**config.mk**
```make
export PLATFORM = sky130hd
export DESIGN_NAME = irq_source_ident_routing
export DESIGN_NICKNAME = d
export VERILOG_FILES = /design/src/irq_ident_pkg.sv /design/src/irq_source_ident_routing.sv
export SDC_FILE = /design/constraint.sdc
export NUM_CORES = 1
export LEC_CHECK = 0
export BUFFER_PORTS_ARGS = -buffer_cell sky130_fd_sc_hd__clkbuf_2
export CAP_MARGIN = 20
export CORE_MARGIN = 2
export CORE_UTILIZATION = 45
export CTS_CLUSTER_SIZE = 25
export DETAILED_ROUTE_END_ITERATION = 12
export GPL_TIMING_DRIVEN = 0
export HOLD_SLACK_MARGIN = 0.12
export PLACE_DENSITY = 0.63
export SLEW_MARGIN = 10
export SYNTH_ARGS = -nofsm -noshare
export SYNTH_HDL_FRONTEND = slang
export SYNTH_SLANG_ARGS = --single-unit
```
**constraint.sdc**
```tcl
create_clock -name clk -period 3.4 [get_ports clk]
set_input_delay 0.17 -clock clk [delete_from_list [all_inputs] [get_ports clk]]
set_output_delay 0.17 -clock clk [all_outputs]
set_load 0.01 [all_outputs]
```
**src/irq_ident_pkg.sv**
```systemverilog
// Constants for the interrupt source identification and routing block.
// Assumes a 32-bit APB register bus and one system clock.
package irq_ident_pkg;

   // Register byte offsets
   localparam logic [7:0] cpu_line_b_enable_off = 8'h00;
   localparam logic [7:0] cpu_line_b_source_vector_off = 8'h04;
   localparam logic [7:0] external_line_enable_off = 8'h08;
   localparam logic [7:0] external_line_source_vector_off = 8'h0c;
   localparam logic [7:0] per_device_interrupt_vector_off = 8'h10;
   localparam logic [7:0] dest_select_lo_off = 8'h14;
   localparam logic [7:0] dest_select_hi_off = 8'h18;
   localparam logic [7:0] event_status_off = 8'h1c;
   localparam logic [7:0] event_mask_off = 8'h20;
   localparam logic [7:0] pin_config_off = 8'h24;

   // Source bit positions in the line B and external identification vectors
   localparam int mgmt_serial_ctrl_1_bit = 28;
   localparam int mgmt_serial_ctrl_0_bit = 27;
   localparam int integrity_fault_bit = 25;
   localparam int frame_inject_ready_1_bit = 21;
   localparam int frame_inject_ready_0_bit = 20;
   localparam int frame_extract_ready_1_bit = 17;
   localparam int frame_extract_ready_0_bit = 16;
   localparam int analyzer_block_bit = 15;
   localparam int aggregate_device_source_bit = 14;
   localparam int serial_gpio_bit = 13;
   localparam int gpio_bit = 12;
   localparam int two_wire_iface_bit = 11;
   localparam int timer_2_bit = 9;
   localparam int timer_1_bit = 8;
   localparam int timer_0_bit = 7;
   localparam int uart_bit = 6;
   localparam int software_irq_1_bit = 3;
   localparam int software_irq_0_bit = 2;
   localparam int external_input_bit = 0;

   // Bits that carry a source; all others read as zero
   localparam logic [31:0] source_present_mask = 32'h1a33_fbcd;

   // Field positions and reset values
   localparam int enable_bit = 0;
   localparam int pin_polarity_bit = 0;
   localparam logic [31:0] vector_reset = 32'h0000_0000;
   localparam logic [63:0] dest_select_reset = 64'h0000_0000_0000_0000;
   localparam logic [2:0] event_reset = 3'h0;

   // Event status bits
   localparam int ev_line_b_bit = 0;
   localparam int ev_external_bit = 1;
   localparam int ev_device_bit = 2;

   // Destination selector codes
   typedef enum logic [1:0]
   {
      dest_cpu_line_a = 2'b00,
      dest_cpu_line_b = 2'b01,
      dest_external = 2'b10,
      dest_none = 2'b11
   } dest_e;

endpackage : irq_ident_pkg

```
**src/irq_source_ident_routing.sv**
```systemverilog
// Interrupt source identification and routing for the second CPU line and the external line.
// Assumes pending source levels arrive already conditioned (sticky, forced, bypassed) and synchronous to clk.
//
// The APB interface to the registers and the placing of the registers are this design's own decisions.
`timescale 1ns/1ps

module irq_source_ident_routing
   import irq_ident_pkg::*;
#(
   parameter int device_count = 32
)
(
   input wire logic clk,
   input wire logic resetn,
   input wire logic clk_en,
   input wire logic psel,
   input wire logic penable,
   input wire logic pwrite,
   input wire logic [7:0] paddr,
   input wire logic [31:0] pwdata,
   output logic [31:0] prdata,
   output logic pready,
   output logic pslverr,
   input wire logic [31:0] source_pending,
   input wire logic [device_count-1:0] device_irq,
   output logic cpu_irq_line_b,
   output logic external_irq_pin,
   output logic external_irq_pin_oe,
   output logic aggregate_device_source,
   output logic irq
);

   ////////////////////////////////////////////////////////////////////////////
   // Register state

   logic cpu_line_b_enable_bit;
   logic external_line_enable_bit;
   logic pin_active_high;
   logic [31:0] cpu_line_b_source_vector;
   logic [31:0] external_line_source_vector;
   logic [31:0] per_device_vector_field;
   logic [63:0] dest_select;
   logic [2:0] event_status;
   logic [2:0] event_mask;
   logic [2:0] prev_event;
   logic [31:0] route_b;
   logic [31:0] route_ext;
   logic [31:0] merged_pending;
   logic [31:0] next_rdata;
   logic next_slverr;
   logic [2:0] event_now;
   logic [2:0] event_rise;
   logic setup_phase;
   logic wr_access;
   logic addr_hit;

   assign setup_phase = psel && !penable;
   assign wr_access = psel && penable && pwrite && clk_en;

   ////////////////////////////////////////////////////////////////////////////
   // Routing decode, one selector per source

   genvar gi;
   generate
      for (gi = 0; gi < 32; gi++)
      begin : g_route
         assign route_b[gi] = (dest_e'(dest_select[2*gi +: 2]) == dest_cpu_line_b);
         assign route_ext[gi] = (dest_e'(dest_select[2*gi +: 2]) == dest_external);
      end
   endgenerate

   // Aggregate device bit replaces whatever the source input carries there
   always_comb
   begin
      merged_pending = source_pending & source_present_mask;
      merged_pending[aggregate_device_source_bit] = aggregate_device_source;
   end

   ////////////////////////////////////////////////////////////////////////////
   // Identification vectors

   always_ff @(posedge clk)
   begin
      if (!resetn)
      begin
         cpu_line_b_source_vector <= vector_reset;
         external_line_source_vector <= vector_reset;
      end
      else if (clk_en)
      begin
         cpu_line_b_source_vector <= merged_pending & route_b;
         external_line_source_vector <= merged_pending & route_ext;
      end
   end

   // Device vector zero-extends when fewer than 32 devices are built
   always_ff @(posedge clk)
   begin
      if (!resetn)
      begin
         per_device_vector_field <= vector_reset;
      end
      else if (clk_en)
      begin
         per_device_vector_field <= 32'(device_irq);
      end
   end

   assign aggregate_device_source = |per_device_vector_field;

   ////////////////////////////////////////////////////////////////////////////
   // Output lines; active high inside, inverted at the pin only when polarity is active low

   always_ff @(posedge clk)
   begin
      if (!resetn)
      begin
         cpu_irq_line_b <= 1'b0;
         // Polarity resets to active low, so the idle pin level is high
         external_irq_pin <= 1'b1;
      end
      else if (clk_en)
      begin
         cpu_irq_line_b <= cpu_line_b_enable_bit && (|cpu_line_b_source_vector);
         external_irq_pin <= !((external_line_enable_bit && (|external_line_source_vector)) ^ pin_active_high);
      end
   end

   // Pin is always driven so an inactive level is defined in both polarities
   assign external_irq_pin_oe = 1'b1;

   ////////////////////////////////////////////////////////////////////////////
   // Control registers

   always_ff @(posedge clk)
   begin
      if (!resetn)
      begin
         cpu_line_b_enable_bit <= 1'b0;
         external_line_enable_bit <= 1'b0;
         pin_active_high <= 1'b0;
         dest_select <= dest_select_reset;
         event_mask <= event_reset;
      end
      else if (wr_access)
      begin
         unique case (paddr)
            cpu_line_b_enable_off: cpu_line_b_enable_bit <= pwdata[enable_bit];
            external_line_enable_off: external_line_enable_bit <= pwdata[enable_bit];
            pin_config_off: pin_active_high <= pwdata[pin_pol_sel()];
            dest_select_lo_off: dest_select[31:0] <= pwdata;
            dest_select_hi_off: dest_select[63:32] <= pwdata;
            event_mask_off: event_mask <= pwdata[2:0];
            default: ;
         endcase
      end
   end

   function automatic int pin_pol_sel();
      return pin_polarity_bit;
   endfunction : pin_pol_sel

   ////////////////////////////////////////////////////////////////////////////
   // Sticky events on rising output lines; a new event beats a same-cycle clear

   assign event_now = {aggregate_device_source, external_line_enable_bit && (|external_line_source_vector),
                       cpu_irq_line_b};
   assign event_rise = event_now & ~prev_event;

   always_ff @(posedge clk)
   begin
      if (!resetn)
      begin
         prev_event <= event_reset;
         event_status <= event_reset;
      end
      else if (clk_en)
      begin
         prev_event <= event_now;
         if (wr_access && paddr == event_status_off)
         begin
            event_status <= (event_status & ~pwdata[2:0]) | event_rise;
         end
         else
         begin
            event_status <= event_status | event_rise;
         end
      end
   end

   assign irq = |(event_status & event_mask);

   ////////////////////////////////////////////////////////////////////////////
   // APB read path; data is captured in the setup cycle, answer in the first access cycle

   always_comb
   begin
      next_rdata = 32'h0000_0000;
      addr_hit = 1'b1;
      unique case (paddr)
         cpu_line_b_enable_off: next_rdata[enable_bit] = cpu_line_b_enable_bit;
         cpu_line_b_source_vector_off: next_rdata = cpu_line_b_source_vector;
         external_line_enable_off: next_rdata[enable_bit] = external_line_enable_bit;
         external_line_source_vector_off: next_rdata = external_line_source_vector;
         per_device_interrupt_vector_off: next_rdata = per_device_vector_field;
         dest_select_lo_off: next_rdata = dest_select[31:0];
         dest_select_hi_off: next_rdata = dest_select[63:32];
         event_status_off: next_rdata[2:0] = event_status;
         event_mask_off: next_rdata[2:0] = event_mask;
         pin_config_off: next_rdata[pin_polarity_bit] = pin_active_high;
         default: addr_hit = 1'b0;
      endcase
      next_slverr = !addr_hit || (paddr[1:0] != 2'b00);
   end

   always_ff @(posedge clk)
   begin
      if (!resetn)
      begin
         prdata <= vector_reset;
         pslverr <= 1'b0;
      end
      else if (clk_en && setup_phase)
      begin
         prdata <= pwrite ? vector_reset : next_rdata;
         pslverr <= next_slverr;
      end
   end

   // Frozen clock enable holds the access phase open
   assign pready = psel && penable && clk_en;
endmodule : irq_source_ident_routing

```
After elaboration in Yosys (flattened, before gate mapping)
Cells that the tools add are included.
Storage, ports and cells
  register bits: 207
  input bits: 110
  output and inout port bits: 39
  logic and storage cells: 130
Operators by class
  eq/ne operators: 73
  muxes and demuxes: 6
  bitwise logic cells: 10
  reductions and logical operators: 26
Operators by type and width (count)
  $pmux 29 s5: 1
  $reduce_or 32->1: 3
  $and 29x32->32: 2
  $eq 2x1->1 const B: 32
  $eq 2x2->1 const B: 32
  $eq 8x5->1 const B: 4
  $mux 32: 1
  $eq 8x4->1 const B: 2
  $eq 8x6->1 const B: 2
  $pmux 2 s7: 1
  $reduce_and 2->1: 6
  $pmux 1 s10: 1
  $reduce_or 10->1: 1
  $and 3x3->3: 3
  $logic_and 1x1->1: 9
  $eq 8x3->1 const B: 1
  $logic_not 8->1: 1
  $not 3->3: 2
  $or 3x3->3: 2
  $logic_not 1->1: 3
  $mux 3: 1
  $reduce_or 3->1: 1
  $reduce_bool 2->1: 1
  $logic_or 1x1->1: 1
  2 further kinds: 2

Longest topological paths before layout
  word-level depth: 5
  depth in mapped cells: 8
  depth with buffers taken out: 5

Worst setup path after synthesis
Ideal clock, no wire load.
  path kind: in2reg
  from: input port paddr[4]
  to: register prdata[0]
  library setup time: 58 ps
  arrival time: 1540 ps
  required time: 3342 ps
  setup slack: 1802 ps
  stages: 6
  buffers on the path: 1
  cells stage by stage: buf_4 or4b_1 nor3_4 a222oi_1 nor3_1 a211o_1
On the way
  word-level cells in the longest chain between the ends: 3
  elaborated cells between the ends (all ways): 12
  those cells by class: 9 x eq/ne; 2 x mux; 1 x reduce/logical
Ends and longest elaborated chain
  start, declared: line irq_source_ident_routing.sv:19  | input wire logic [7:0] paddr,
  $eq 8x6->1, or another cell as far along: line irq_source_ident_routing.sv:200  | unique case (paddr)
  $pmux 1 s10 *: line irq_source_ident_routing.sv:200
  $mux 32 *: line irq_source_ident_routing.sv:225  | prdata <= pwrite ? vector_reset : next_rdata;
  end signal, assigned: line irq_source_ident_routing.sv:220  | prdata <= vector_reset;
  end signal, assigned: line irq_source_ident_routing.sv:225
  end, declared: line irq_source_ident_routing.sv:21  | output logic [31:0] prdata,
Every way passes the cells marked *; elsewhere a longest branch is shown, timed or not.
A chain may end at the register's enable or synchronous reset.

Worst setup path after layout
  from: register per_device_vector_field[31]
  to: output port aggregate_device_source
On the way
  word-level cells in the longest chain between the ends: 1
Ends and longest elaborated chain
  start, declared: line irq_source_ident_routing.sv:41  | logic [31:0] per_device_vector_field;
  start signal, assigned: line irq_source_ident_routing.sv:101  | per_device_vector_field <= vector_reset;
  start signal, assigned: line irq_source_ident_routing.sv:105  | per_device_vector_field <= 32'(device_irq);
  $reduce_or 32->1: line irq_source_ident_routing.sv:109  | assign aggregate_device_source = |per_device_vector_field;
  end, declared: line irq_source_ident_routing.sv:29  | output logic aggregate_device_source,
Every way passes these cells.

==> results.ini <==
[run_status]
status=complete, no violations

[synth]
synth_top_area_cell=dfxtp_1
synth_xor_area_frac=0.001084
synth_compound_area_frac=0.1758
synth-edff-count=0
async_flop_share=0
syn_nets=1000
seq_area_frac_synth=0.4486
synth_top_family_by_area=simple AND/OR/NAND/NOR gates
synthMostInstantiatedCell=nand2_1
synth-simple-area-share=0.2421
yosys.cell_types.count=50
synthTopCellsByCount=nand2_1, dfxtp_1, a21boi_0
synthMuxAreaShare=0.09247
ys_warn_count=0
synth_flop_cell=dfxtp_1
synth_area_per_cell_um2=9.076
synthCells=890
syn_area_um2=8078
netlist.area_leader.share=0.4486
ys_seq_elements=181
synth_fa_ha_area_frac=0
synth_area_leaders=dfxtp_1, nand2_1, mux2i_1

[cts]
clock-root-buffer=clkbuf_16
htree_levels=4
post_cts_buffers=0
clk_latency_ps=450
clk_pin_slew_worst_paths_ps=70
clock-sinks=181
cts_buffer_depth=2
ctsResizeCount=0
cts_inserted_buffers=17
tritoncts=built

[timing]
clock_skew_ps=13.69
max_freq_ghz=0.4116
final.min_clock_period_ps=2429
final.setup.tns_ps=0
drv_slew=0
layout_setup_ws_ps=970.7
worstMarginPinSlew_ps=1023
finalSetupViolations=0
slew_headroom=0.3093
hold_violations=0
rsz0062_at_grt=false
min_period_over_period=0.7145

[detailed_routing]
viasPerCell=5.691
via_count=7745
drt_iter0_markers=729
wl_per_cell_um=20.91
dr.pass1.iters=5
routed_wl_um=28460
ant_nets=0
drc=0

[hold_path]
hold_class=in2reg

[global_route]
grt.overflow.total=0
grt_antenna_before_repair=1
track_usage=0.3065
grt_first_pass_wirelength_um=42600
grt_start_max_net_pins=17
grt_pass1_vias=7277

[cells_and_area]
num_antenna_cells=0
multiInputGateArea_um2=4135
design_area_um2=10390
nNetsFinal=1233
fillers=1599
area_growth_syn_to_layout_pct=28.62
regArea_um2=3623
final_layout_size_suffix_gt1_frac=0.1708
fin_util=0.5966

[power_and_ir_drop]
leakage_uw=0.004001
ir_drop_mv=0.4019
powerDensity_nw_per_um2=430.3

[worst_setup_path]
arrival_ps=2260
end_kind=primary output
worstPathMaxFanout=5
cp.required_ps=3230
setup.worst_path.start_class=flop
path_class=reg2out

[place]
io_buffers=132
postPlaceCellArea_um2=9020
pre_cts_ws_ps=827.9
gp_congestion=0.9322
dp_hpwl_um=20600

[job]
maxCapViolCount=0

[floorplan]
fp-row-count=48
initial_core_util=0.4638
die_w_um=138.0
dieArea_um2=19040
dieHeight_um=138.0
fp.coreArea_um2=17420
io_pins=149

-- registers in the layout, summed over array words and instances (netlist names) --
signal	cells
pslverr	1
pin_active_high	1
external_line_source_vector	19
external_irq_pin	1
external_line_enable_bit	1
cpu_line_b_enable_bit	1
event_mask	3
cpu_irq_line_b	1
dest_select	64
per_device_vector_field	32
cpu_line_b_source_vector	19
prev_event	3
event_status	3
prdata	32
-- logic make-up (layout without fill, tap and decap cells) --
kind of cell,Yosys count,in the layout
XOR/XNOR,1,1
other,1,1
flip-flops,181,181
multiplexers,72,72
AND/OR/NAND/NOR,374,374
AO/OA/AOI/OAI,191,191
buffers and inverters,70,316
-- worst max-delay path, stage by stage (launching register included) --
cell      delay, ps
dfxtp_1         380
nor4_1          460
nand4_1         310
or2_2           350
clkbuf_1        160
clkbuf_2        150
-- metal layers --
metal / share of wire / wire (µm) / GRT usage
met1: 0.43 / 12290 / 0.4060
met2: 0.46 / 13140 / 0.4983
met3: 0.076 / 2159 / 0.05665
met4: 0.031 / 872 / 0.1139
met5: 0 / 0 / 0
-- where the power goes --
part	switching (µW)	internal [µW]
Clock	915	990
Sequential	27.1	2140
Combinational	207	188
Total	1150	3320
-- metrics by stage --
stage | std cells | hold WS, ps | power (µW)
floorplan | 890 | 304.8 | 2372
global placement | 1247 | 412.2 | 2533
detailed placement | 1247 | 414.4 | 2534
CTS | 1361 | 210.6 | 4472
global route | 1361 | 261.3 | 4601
finish | 1361 | 227.7 | 4471
-- cell type report --
class                   count  area share
clock buffers              20     0.04395
plain buffers              65     0.02890
repair buffers            214      0.1426
clock inverters            12    0.008911
inverters                   5    0.001806
flip-flops and latches    181      0.3487
well taps                 225     0.02710
multi-input cells         639      0.3980
-- cells in the final DEF, fill, tap and decap left out, types with 12 or more instances in the layout --
cell / instances
a21boi_1: 35
nor2b_1: 40
a22o_1: 15
mux2i_1: 69
a21boi_0: 71
clkbuf_1: 42
a22oi_1: 21
clkbuf_16: 17
a221oi_1: 14
nand3_1: 13
dlygate4sd3_1: 82
dfxtp_1: 181
buf_2: 12
nand4b_1: 40
nand2_1: 206
nor4_1: 17
nor3_1: 23
clkbuf_2: 132
o21ai_0: 25
-- what timing repair did --
action,in CTS,in global routing
endpoints found under the setup margin,0,0
endpoints found under the hold margin,138,0
hold buffers,82,0
-- worst paths after layout --
check	from	endpoint	slack (ps)	depth (start not counted)
worst max-delay path	per_device_vector_field[31]	aggregate_device_source	970	5
worst max register to register	external_line_source_vector[3]	event_status[1]	1080	5
worst min-delay path	paddr[6]	event_status[1]	230	4
worst min register to register	dest_select[62]	dest_select[62]	460	2
(Power assumes the default switching activity.)
